==> src/pkg/gauge_pkg.sv <==
// Constants, field layout and state encodings of the gauge control sequencer.
// Assumes a single 200 MHz core clock; all times below are derived from it.
package gauge_pkg;

   localparam int CLK_MHZ = 200;

   // Control register layout and reset value
   localparam int SHUTDOWN_BIT = 0;
   localparam int PIN_CFG_LSB = 1;
   localparam int PRESC_LSB = 3;
   localparam int ADC_MODE_LSB = 6;
   localparam logic [7:0] CONTROL_RESET = 8'h3c;

   // Status register layout and reset value
   localparam int ST_UNDERVOLTAGE_LOCKOUT = 0;
   localparam int ST_VOLT = 1;
   localparam int ST_CHARGE_LOW = 2;
   localparam int ST_CHARGE_HIGH = 3;
   localparam int ST_TEMP = 4;
   localparam int ST_ACC_WRAP = 5;
   localparam int ST_CURR = 6;
   localparam logic [7:0] STATUS_RESET = 8'h01;

   // Charge accumulator values and top prescaler code
   localparam logic [15:0] ACC_RESET = 16'h7fff;
   localparam logic [15:0] ACC_FULL = 16'hffff;
   localparam logic [2:0] PRESC_CODE_MAX = 3'h6;

   // Conversion and sleep times, nominal figures
   localparam int VOLT_CONV_US = 33000;
   localparam int AUX_CONV_US = 4500;
   localparam int SCAN_SLEEP_MS = 10000;
   localparam int VOLT_CONV_CYCLES = VOLT_CONV_US * CLK_MHZ;
   localparam int AUX_CONV_CYCLES = AUX_CONV_US * CLK_MHZ;
   localparam int SCAN_SLEEP_CYCLES = SCAN_SLEEP_MS * 1000 * CLK_MHZ;

   typedef enum logic [1:0] {
      PIN_OFF = 2'b00,
      PIN_FULL_IN = 2'b01,
      PIN_ALERT = 2'b10,
      PIN_BAD = 2'b11
   } pin_cfg_t;

   typedef enum logic [1:0] {
      ADC_SLEEP = 2'b00,
      ADC_MANUAL = 2'b01,
      ADC_SCAN = 2'b10,
      ADC_AUTO = 2'b11
   } adc_mode_t;

   typedef enum logic [1:0] {
      CH_VOLT = 2'b00,
      CH_CURR = 2'b01,
      CH_TEMP = 2'b10
   } chan_t;

   typedef enum logic [2:0] {
      SEQ_IDLE = 3'b000,
      SEQ_VOLT = 3'b001,
      SEQ_CURR = 3'b010,
      SEQ_TEMP = 3'b011,
      SEQ_NAP = 3'b100
   } seq_t;

endpackage

==> src/verilog/gas_gauge_control_sequencer.sv <==
// Control register, status flags, charge prescaler/accumulator, alert or
// charge-complete pin handling and the conversion sequencer of a charge gauge.
// Assumes a two-wire protocol engine on the same clock delivering register
// strobes and an alert-response completion pulse; the pin is asynchronous.
// Operation
// - Shutdown bit set powers down analog section; registers keep their contents.
// - Register access keeps working while shut down.
// - No charge counted in shutdown; fraction below one count dropped on entry.
// - Pin config 10 (default): active-low alert on threshold cross or wrap.
// - Asserted alert released only by a completed alert response from master.
// - Changing pin config keeps a pending alert low until alert response.
// - Pin config 01: pin is input; low level forces accumulator to FFFFh.
// - Pin config 00: pin not sensed and driven only by an alert still pending; board pulls it up.
// - Prescaler M is two to the power twice the code; default 4096.
// - Prescaler codes above 6 are limited to 4096.
// - One accumulator count equals M integrator steps.
// - ADC mode resets to 00: converter asleep.
// - Mode 01 runs one voltage, current, temperature pass then clears to 00.
// - Mode 10 converts all three, sleeps ten seconds, repeats.
// - Mode 11 repeats passes back to back with no sleep.
// - Mode changes mid-pass take effect only after the pass completes.
// - Voltage conversion takes 33 ms, current and temperature 4.5 ms each.
// - Result is stored at each conversion end before the next starts.
// - Out-of-range result sets its flag and asserts alert in alert mode.
// - Status flags clear on status read and may set again later.
// - Accumulator wraps on overflow or underflow and sets the wrap flag.
// - Status bits: current 6, wrap 5, temp 4, high 3, low 2, volt 1, undervoltage_lockout 0.
`timescale 1ns/1ps

module gas_gauge_control_sequencer
   import gauge_pkg::*;
#(
   parameter int VOLT_CONV_CYCLES_P = VOLT_CONV_CYCLES,
   parameter int AUX_CONV_CYCLES_P = AUX_CONV_CYCLES,
   parameter int SCAN_SLEEP_CYCLES_P = SCAN_SLEEP_CYCLES
) (
   input wire logic clk,
   input wire logic srst,
   input wire logic ctrlWrite,
   input wire logic [7:0] ctrlWriteData,
   output logic [7:0] control,
   input wire logic statusRead,
   output logic [7:0] status,
   input wire logic accWrite,
   input wire logic [15:0] accWriteData,
   output logic [15:0] chargeAcc,
   input wire logic [15:0] chargeThreshHigh,
   input wire logic [15:0] chargeThreshLow,
   input wire logic chargeUpTick,
   input wire logic chargeDownTick,
   input wire logic undervoltageLockout,
   input wire logic alertResponseDone,
   input wire logic convOutOfRange,
   output logic adcBusy,
   output logic [1:0] adcChannel,
   output logic resultStore,
   output logic analogEnable,
   input wire logic pinIn,
   output logic pinOut,
   output logic pinOe
);

   logic shutdown;
   pin_cfg_t pinCfg;
   logic [2:0] prescCode;
   adc_mode_t adcMode;
   logic [3:0] prescShift;
   logic [11:0] prescMax;
   logic [11:0] prescCount;
   logic shutdownDly;
   logic pinMeta;
   logic pinSync;
   logic fullRequest;
   seq_t seqState;
   logic [31:0] seqCount;
   logic [31:0] seqLimit;
   logic convEnd;
   logic passEnd;
   logic [15:0] next_acc;
   logic accStep;
   logic accWrap;
   logic [7:0] statusSet;
   logic alertEvent;
   logic modeClear;

   assign shutdown = control[SHUTDOWN_BIT];
   assign pinCfg = pin_cfg_t'(control[PIN_CFG_LSB +: 2]);
   assign prescCode = control[PRESC_LSB +: 3];
   assign adcMode = adc_mode_t'(control[ADC_MODE_LSB +: 2]);

   // Factor M as a modulo limit; codes past the top one clamp to 4096
   always_comb begin
      prescShift = (prescCode > PRESC_CODE_MAX) ? {PRESC_CODE_MAX, 1'b0} : {prescCode, 1'b0};
      prescMax = 12'((13'h1 << prescShift) - 13'h1);
   end

   // Control register; host writes win over the self-clearing of manual mode
   always_ff @(posedge clk) begin
      if (srst) begin
         control <= CONTROL_RESET;
      end else if (ctrlWrite) begin
         control <= ctrlWriteData;
      end else if (modeClear) begin
         control[ADC_MODE_LSB +: 2] <= ADC_SLEEP;
      end
   end

   // Analog power follows the shutdown bit; register state is untouched
   always_ff @(posedge clk) begin
      if (srst) begin
         analogEnable <= 1'b0;
         shutdownDly <= 1'b0;
      end else begin
         analogEnable <= ~shutdown;
         shutdownDly <= shutdown;
      end
   end

   // Two-stage synchroniser on the pin; only the second stage is used
   always_ff @(posedge clk) begin
      if (srst) begin
         pinMeta <= 1'b1;
         pinSync <= 1'b1;
      end else begin
         pinMeta <= pinIn;
         pinSync <= pinMeta;
      end
   end

   // The pin is sensed only in charge-complete mode
   assign fullRequest = (pinCfg == PIN_FULL_IN) && !pinSync;

   // Prescaler: M integrator steps make one accumulator count
   always_comb begin
      next_acc = chargeAcc;
      accStep = 1'b0;
      accWrap = 1'b0;
      if (!shutdown && chargeUpTick && !chargeDownTick && prescCount >= prescMax) begin
         next_acc = chargeAcc + 16'h1;
         accStep = 1'b1;
         accWrap = (chargeAcc == ACC_FULL);
      end else if (!shutdown && chargeDownTick && !chargeUpTick && prescCount == 12'h0) begin
         next_acc = chargeAcc - 16'h1;
         accStep = 1'b1;
         accWrap = (chargeAcc == 16'h0);
      end
   end

   always_ff @(posedge clk) begin
      if (srst) begin
         prescCount <= 12'h0;
      end else if (shutdown && !shutdownDly) begin
         prescCount <= 12'h0;
      end else if (fullRequest || accWrite) begin
         prescCount <= 12'h0;
      end else if (!shutdown && chargeUpTick && !chargeDownTick) begin
         prescCount <= (prescCount >= prescMax) ? 12'h0 : prescCount + 12'h1;
      end else if (!shutdown && chargeDownTick && !chargeUpTick) begin
         prescCount <= (prescCount == 12'h0) ? prescMax : prescCount - 12'h1;
      end
   end

   // Accumulator: a full-battery preset beats a host write and counting
   always_ff @(posedge clk) begin
      if (srst) begin
         chargeAcc <= ACC_RESET;
      end else if (fullRequest) begin
         chargeAcc <= ACC_FULL;
      end else if (accWrite) begin
         chargeAcc <= accWriteData;
      end else begin
         chargeAcc <= next_acc;
      end
   end

   // Sequencer timing; the limit depends on the conversion in progress
   always_comb begin
      case (seqState)
         SEQ_VOLT: seqLimit = 32'(VOLT_CONV_CYCLES_P - 1);
         SEQ_CURR: seqLimit = 32'(AUX_CONV_CYCLES_P - 1);
         SEQ_TEMP: seqLimit = 32'(AUX_CONV_CYCLES_P - 1);
         SEQ_NAP: seqLimit = 32'(SCAN_SLEEP_CYCLES_P - 1);
         default: seqLimit = 32'h0;
      endcase
   end

   assign convEnd = (seqState == SEQ_VOLT || seqState == SEQ_CURR || seqState == SEQ_TEMP)
      && seqCount == seqLimit;
   assign passEnd = (seqState == SEQ_TEMP) && seqCount == seqLimit;
   // Manual mode clears itself only if the host is not writing the control register in the pass-end cycle
   assign modeClear = passEnd && adcMode == ADC_MANUAL && !ctrlWrite;

   // The mode field is looked at only between passes, so a rewrite
   // during a pass cannot cut it short
   always_ff @(posedge clk) begin
      if (srst) begin
         seqState <= SEQ_IDLE;
         seqCount <= 32'h0;
      end else begin
         case (seqState)
            SEQ_IDLE: begin
               seqCount <= 32'h0;
               if (adcMode != ADC_SLEEP && !shutdown) begin
                  seqState <= SEQ_VOLT;
               end
            end
            SEQ_VOLT: begin
               if (seqCount == seqLimit) begin
                  seqState <= SEQ_CURR;
                  seqCount <= 32'h0;
               end else begin
                  seqCount <= seqCount + 32'h1;
               end
            end
            SEQ_CURR: begin
               if (seqCount == seqLimit) begin
                  seqState <= SEQ_TEMP;
                  seqCount <= 32'h0;
               end else begin
                  seqCount <= seqCount + 32'h1;
               end
            end
            SEQ_TEMP: begin
               if (seqCount == seqLimit) begin
                  seqCount <= 32'h0;
                  if (adcMode == ADC_AUTO && !shutdown) begin
                     seqState <= SEQ_VOLT;
                  end else if (adcMode == ADC_SCAN) begin
                     seqState <= SEQ_NAP;
                  end else begin
                     seqState <= SEQ_IDLE;
                  end
               end else begin
                  seqCount <= seqCount + 32'h1;
               end
            end
            SEQ_NAP: begin
               if (adcMode != ADC_SCAN) begin
                  seqState <= SEQ_IDLE;
                  seqCount <= 32'h0;
               end else if (seqCount == seqLimit) begin
                  seqState <= shutdown ? SEQ_IDLE : SEQ_VOLT;
                  seqCount <= 32'h0;
               end else begin
                  seqCount <= seqCount + 32'h1;
               end
            end
            default: begin
               seqState <= SEQ_IDLE;
               seqCount <= 32'h0;
            end
         endcase
      end
   end

   // Converter status outputs, one result strobe per conversion end
   always_ff @(posedge clk) begin
      if (srst) begin
         adcBusy <= 1'b0;
         adcChannel <= CH_VOLT;
         resultStore <= 1'b0;
      end else begin
         // No gap between conversions of one pass, so busy rises once per pass; in mode 11 it stays high from pass to pass
         adcBusy <= (seqState == SEQ_VOLT || seqState == SEQ_CURR
            || seqState == SEQ_TEMP);
         resultStore <= convEnd;
         if (convEnd) begin
            adcChannel <= (seqState == SEQ_VOLT) ? CH_VOLT
               : (seqState == SEQ_CURR) ? CH_CURR : CH_TEMP;
         end
      end
   end

   // Flag events of this cycle at their fixed positions
   always_comb begin
      statusSet = 8'h0;
      statusSet[ST_UNDERVOLTAGE_LOCKOUT] = undervoltageLockout;
      statusSet[ST_VOLT] = convEnd && seqState == SEQ_VOLT && convOutOfRange;
      statusSet[ST_CURR] = convEnd && seqState == SEQ_CURR && convOutOfRange;
      statusSet[ST_TEMP] = convEnd && seqState == SEQ_TEMP && convOutOfRange;
      statusSet[ST_ACC_WRAP] = accWrap;
      statusSet[ST_CHARGE_HIGH] = accStep && next_acc > chargeThreshHigh;
      statusSet[ST_CHARGE_LOW] = accStep && next_acc < chargeThreshLow;
   end

   assign alertEvent = |statusSet[ST_CURR:ST_VOLT];

   // Clear on read; an event in the same cycle as the read survives
   always_ff @(posedge clk) begin
      if (srst) begin
         status <= STATUS_RESET;
      end else if (statusRead) begin
         status <= statusSet;
      end else begin
         status <= status | statusSet;
      end
   end

   // Open-drain alert: output level is fixed low, only the enable moves.
   // Once pulled, a config change cannot release it; only the response can.
   always_ff @(posedge clk) begin
      if (srst) begin
         pinOe <= 1'b0;
         pinOut <= 1'b0;
      end else begin
         pinOut <= 1'b0;
         if (alertEvent && pinCfg == PIN_ALERT) begin
            pinOe <= 1'b1;
         end else if (alertResponseDone) begin
            pinOe <= 1'b0;
         end
      end
   end

endmodule // gas_gauge_control_sequencer

==> config.mk <==
export PLATFORM = sky130hd
export DESIGN_NAME = gas_gauge_control_sequencer
export DESIGN_NICKNAME = d
export VERILOG_FILES = /design/src/pkg/gauge_pkg.sv /design/src/verilog/gas_gauge_control_sequencer.sv
export SDC_FILE = /design/constraint.sdc
export NUM_CORES = 1
export LEC_CHECK = 0
export BUFFER_PORTS_ARGS = -buffer_cell sky130_fd_sc_hd__buf_2
export CORE_ASPECT_RATIO = 1.2
export CORE_MARGIN = 2
export CORE_UTILIZATION = 57
export DETAILED_ROUTE_END_ITERATION = 8
export PLACE_DENSITY = 0.87
export SLEW_MARGIN = 5
export SYNTH_ARGS = -nofsm -noshare
export SYNTH_HDL_FRONTEND = slang
export SYNTH_SLANG_ARGS = --single-unit
==> constraint.sdc <==
create_clock -name clk -period 4.7 [get_ports clk]
set_input_delay 0.235 -clock clk [delete_from_list [all_inputs] [get_ports clk]]
set_output_delay 0.235 -clock clk [all_outputs]
set_load 0.01 [all_outputs]
### Yosys cells after proc, flatten, opt, wreduce, memory -nomap -nowiden

Cells that the tools add are included.

| word-level totals | value |
|---|---|
| input port bits | 67 |
| output and inout bits | 39 |
| register bits after elaboration | 88 |
| logic and storage cells | 127 |

| cells by class | value |
|---|---|
| order comparisons | 4 |
| bitwise logic cells | 2 |
| equal/unequal tests | 17 |
| reductions and logical operators | 46 |
| shifts and indexed selects | 1 |
| muxes and demuxes | 34 |
| add/subtract/negate cells | 6 |

Operator list:

| operator | count |
|---|---|
| 31-bit one-hot mux with 3 select lines | 1 |
| 16-bit 2-to-1 mux | 4 |
| 32-bit 2-to-1 mux | 2 |
| 32-bit one-hot mux with 2 select lines | 1 |
| 12-bit 2-to-1 mux | 4 |
| 32-bit by 1-bit adder with 32-bit output, second input constant | 1 |
| 32-bit == test | 1 |
| 3-bit 2-to-1 mux | 8 |
| 12-bit by 1-bit subtractor with 12-bit output, second input constant | 2 |
| 1-bit logical AND | 23 |
| 16-bit by 1-bit adder with 16-bit output, second input constant | 1 |
| 16-bit == test, second input constant | 1 |
| 16-bit greater-than comparator | 1 |
| 16-bit logical NOT | 1 |
| 16-bit less-than comparator | 1 |
| 16-bit by 1-bit subtractor with 16-bit output, second input constant | 1 |
| 3-bit one-hot mux with 5 select lines | 1 |
| 12-bit by 1-bit adder with 12-bit output, second input constant | 1 |
| 12-bit >= comparator | 1 |
| 12-bit logical NOT | 1 |
| 1-bit by 4-bit << shifter with 12-bit output, first input constant | 1 |
| 2-bit != test, second input constant | 5 |
| 2-bit 2-to-1 mux | 4 |
| 8-bit by 7-bit OR with 8-bit output | 1 |
| 19 further kinds | 42 |

### Logic depth before layout (Yosys ltp)

| logic depth | value |
|---|---|
| depth in word-level cells | 12 |
| mapped depth | 17 |
| mapped depth without buffers | 16 |

### Least setup slack after synthesis

Ideal clock, no wire load.

| timing path | value |
|---|---|
| kind | reg2reg |
| start point | register control[4] |
| end point | register pinOe |
| library setup time | 0.147 ns |
| buffers on the path | 0 |
| required time | 4.553 ns |
| data arrival time | 3.618 ns |
| slack | 0.934 ns |
| stages on the path, launching flop included | 17 |
| cells stage by stage | dfxtp_1 > or3_1 > ha_1 > nand2b_1 > a2111oi_0 > nor3_1 > o21ai_1 > o22ai_1 > xor2_1 > ha_1 > a211o_1 > o211ai_1 > a21oi_1 > nor3_1 > o221ai_1 > o311ai_0 > a311oi_1 |

| on the way | value |
|---|---|
| word-level cells in the longest chain between the ends | 12 |
| elaborated cells on any way between the ends | 17 |

RTL lines:

| what | RTL line | text |
|---|---|---|
| start, declared | gas_gauge_control_sequencer.sv:41 | `output logic [7:0] control,` |
| start signal, assigned | gas_gauge_control_sequencer.sv:102 | `control <= ctrlWriteData;` |
| 3-bit greater-than comparator | gas_gauge_control_sequencer.sv:93 | `prescShift = (prescCode > PRESC_CODE_MAX) ? {PRESC_CODE_MAX, 1'b0} : {prescCode, 1'b0};` |
| 4-bit 2-to-1 mux * | gas_gauge_control_sequencer.sv:93 |  |
| 1-bit by 4-bit << shifter with 12-bit output * | gas_gauge_control_sequencer.sv:94 | `prescMax = 12'((13'h1 << prescShift) - 13'h1);` |
| 12-bit by 1-bit subtractor with 12-bit output * | gas_gauge_control_sequencer.sv:94 |  |
| 12-bit >= comparator * | gas_gauge_control_sequencer.sv:138 | `if (!shutdown && chargeUpTick && !chargeDownTick && prescCount >= prescMax) begin` |
| 1-bit logical AND * | gas_gauge_control_sequencer.sv:138 |  |
| 16-bit 2-to-1 mux | gas_gauge_control_sequencer.sv:138 |  |
| 16-bit less-than comparator or 16-bit greater-than comparator (tied branches) | gas_gauge_control_sequencer.sv:283, gas_gauge_control_sequencer.sv:282 |  |
| 1-bit logical AND, on equally long branches | gas_gauge_control_sequencer.sv:283, gas_gauge_control_sequencer.sv:282 |  |
| 6-bit OR reduction * | gas_gauge_control_sequencer.sv:286 | `assign alertEvent = \|statusSet[ST_CURR:ST_VOLT];` |
| 1-bit logical AND * | gas_gauge_control_sequencer.sv:307 | `if (alertEvent && pinCfg == PIN_ALERT) begin` |
| 1-bit 2-to-1 mux or 2-bit nonzero test (tied branches) | n/a |  |
| end signal, assigned | gas_gauge_control_sequencer.sv:303 | `pinOe <= 1'b0;` |
| end signal, assigned | gas_gauge_control_sequencer.sv:308 | `pinOe <= 1'b1;` |
| end signal, assigned | gas_gauge_control_sequencer.sv:310 | `pinOe <= 1'b0;` |
| end, declared | gas_gauge_control_sequencer.sv:60 | `output logic pinOe` |

Every way passes the cells marked *; elsewhere a longest branch is shown, timed or not.
A chain may end at the register's enable or synchronous reset.

### Worst setup path in the final report

Same ends and word-level chain as after synthesis.

==> impl_metrics.env <==
export IMPL_status="finished clean"
export IMPL_synthAdderAreaFrac=0.1008
export IMPL_vias=5838
export IMPL_worstSetupEndpointType="register"
export IMPL_syn_avg_cell_area_um2=7.715
export IMPL_fin_util=0.6735
export IMPL_grt_pass1_wl_um=25730
export IMPL_yosysSeqAreaShare=0.2924
export IMPL_muxShareOfSynthArea=0.01849
export IMPL_worstSkewPairLatency_ns=0.35
export IMPL_synth_compound_area_share=0.1859
export IMPL_grt_overflow=0
export IMPL_grt_pass1_vias=5688
export IMPL_setup_viol=0
export IMPL_max_freq_ghz=0.2366
export IMPL_critPathArrivalTime_ns=4.44
export IMPL_core_area_mm2=0.01011
export IMPL_path_class="reg -> reg"
export IMPL_antenna_cells=0
export IMPL_cts_buffers=9
export IMPL_die_h_um=116.0
export IMPL_dp_hpwl_um=11850
export IMPL_finalWirelength_um=15580
export IMPL_ir_drop_uv=225.0
export IMPL_vias_per_cell=5.951
export IMPL_cts_sink_count=87
export IMPL_crit_end="pinOe$_SDFFE_PP0P_"
export IMPL_drtAntennaViolNets=0
export IMPL_layout_drive_gt1_share=0.1696
export IMPL_r2r_cells=16
export IMPL_clkTransAtPathRegs_ns=0.07
export IMPL_start_util=0.5891
export IMPL_drt_iter0_drc=357
export IMPL_rows=40
export IMPL_h_tree_depth=3
export IMPL_hold_path_class="in -> reg"
export IMPL_layout_nets=965
export IMPL_syn_area_mm2=0.005956
export IMPL_maxCapViolCount=0
export IMPL_finalHoldViolations=0
export IMPL_period_share=0.8992
export IMPL_pre_cts_ws_ns=0.3069
export IMPL_antenna_found_initial=0
export IMPL_tightest_slew_ns=1.168
export IMPL_synth_simple_area_share=0.2599
export IMPL_track_usage=0.2764
export IMPL_p_total_mw=2.149
export IMPL_setup_tns_ns=0
export IMPL_gp_congestion=0.8993
export IMPL_drc=0
export IMPL_dieArea_mm2=0.01129
export IMPL_io_buffers=103
export IMPL_cts_path_max_buffers=2
export IMPL_slew_headroom=0.2214
export IMPL_fin_area_mm2=0.006809
export IMPL_reg2reg_to="pinOe$_SDFFE_PP0P_"
export IMPL_crit_required_ns=4.91
export IMPL_ff2ff_setup_slack_ns=0.47
export IMPL_cts_setup_buffers=0
export IMPL_layout_commonest_cell="buf_2"
export IMPL_fp_dieW_um=97.31
export IMPL_power_per_cell_area_mw_per_mm2=315.7
export IMPL_grt_max_degree=33
export IMPL_crit_fanout=12
export IMPL_startpoint_type="register"
export IMPL_synth_edf_count=0
export IMPL_synth_top_family_by_area="simple AND/OR/NAND/NOR gates"
export IMPL_syn_inst=772
export IMPL_yosys_warnings=0
export IMPL_reg2reg_from="control[4]$_SDFFE_PP1P_"
export IMPL_first_pass_iters=5
export IMPL_layout_common_cells="103 x buf_2, 87 x dfxtp_1, 86 x nor2_1, 63 x nand2_1, 56 x inv_1"
export IMPL_post_drt_wl_per_cell_um=15.88
export IMPL_cts_tree="done"
export IMPL_area_growth_pct=14.33
export IMPL_synth_seq_cells=87
export IMPL_pin_count=106
export IMPL_fin_crit_ns=4.226
export IMPL_cellLeakagePower_nw=2.909
export IMPL_setup_slack_ns=0.4737
export IMPL_yosys_most_used_dff="dfxtp_1"
export IMPL_synthXorXnorAreaFrac=0.07794
export IMPL_fill_cells=865
export IMPL_slew_violations=0
export IMPL_ys_types=66
export IMPL_placed_area_mm2=0.006507
export IMPL_grt_setup_unrepaired="false"
export IMPL_skew_ns=0.009868
export IMPL_synthArstFlopShare=0
export IMPL_crit_start="control[4]$_SDFFE_PP1P_"
export IMPL_cts_root_buffer="clkbuf_16"
metrics by stage:
stage	cells	hold slack, ns
floorplan	773	0.3336
global placement	965	0.3954
detailed placement	965	0.3989
CTS	981	0.06581
global route	981	0.08333
finish	981	0.07586
sequential cells by signal, summed over array words and instances, names as in the netlist, 2 cells and up:
register / cells
seqCount: 32
chargeAcc: 16
prescCount: 12
control: 8
status: 7
seqState: 3
adcChannel: 2
power by group:
group | internal (mW) | switching, mW
clock | 0.376 | 0.347
combinational | 0.241 | 0.339
sequential | 0.776 | 0.0701
total | 1.39 | 0.757
layout make-up:
cell class	count	area [µm²]	share of cell area
Multi-Input combinational cell	587	3839	0.5638
Sequential cell	87	1742	0.2558
Timing Repair Buffer	109	560.5	0.08232
Clock buffer	9	225.2	0.03308
Inverter	56	210.2	0.03087
Tap cell	126	157.7	0.02315
Clock inverter	7	75.07	0.01103
routing by layer:
layer	wire, µm	GRT usage	vias to the layer above
li1	-	-	2905
met1	6126	0.3053	2707
met2	7935	0.5181	182
met3	921	0.04041	44
met4	598	0.1435	0
met5	0	0	-
repair_timing:
action / in CTS / in global routing
setup endpoints to repair: 0 / 2
hold buffers: 0 / 0
resized for setup: 0 / 3
synthesized netlist by cell type, types with 9 or more instances:
cell type	count	area (µm²)
a211oi_1	10	75.07
xor2_1	25	219.0
a21oi_1	49	245.2
xnor2_1	28	245.2
o22a_1	9	78.83
ha_1	48	600.6
nand2_1	63	236.5
dfxtp_1	87	1742
or3_1	10	62.56
clkbuf_1	37	138.9
mux2i_1	11	110.1
inv_1	56	210.2
nand3_1	25	125.1
o21ai_0	37	185.2
nor4_1	12	75.07
nand4_1	18	112.6
nor3_1	23	115.1
nor2_1	86	322.8
and3_1	13	81.33
worst min path at each step:
stage	start	endpoint	depth (start not counted)	slack [ns]
CTS	undervoltageLockout	status[0]$_SDFF_PP1_	2	0.07
detailed placement	pinMeta$_SDFF_PP1_	pinSync$_SDFF_PP1_	1	0.40
finish	undervoltageLockout	status[0]$_SDFF_PP1_	2	0.08
global placement	pinMeta$_SDFF_PP1_	pinSync$_SDFF_PP1_	1	0.40
global route	pinIn	pinMeta$_SDFF_PP1_	2	0.08
floorplan	undervoltageLockout	status[0]$_SDFF_PP1_	1	0.33
worst max-delay path, cell delays in order, from the launching register on:
cell       delay (ns)
dfxtp_1          0.42
or3_1            0.46
ha_1             0.29
nand2b_1         0.14
a2111oi_1        0.47
nor3_1           0.15
o21ai_1          0.34
o22ai_1          0.16
xor2_1           0.27
ha_1             0.31
a211o_1          0.31
o211ai_1         0.09
a21oi_1          0.08
nor3_1           0.14
o221ai_1         0.14
o311ai_1         0.16
a311oi_1         0.16
cell families (layout without fill, tap and decap cells):
group | after synthesis | in the layout
compound gates | 169 | 169
xor+xnor | 53 | 53
fa+ha+maj | 48 | 48
buf+inv | 99 | 181
flops | 87 | 87
mux | 11 | 11
other cells | 1 | 2
simple gates | 304 | 304
No activity file was read; power rests on OpenSTA's default activity.
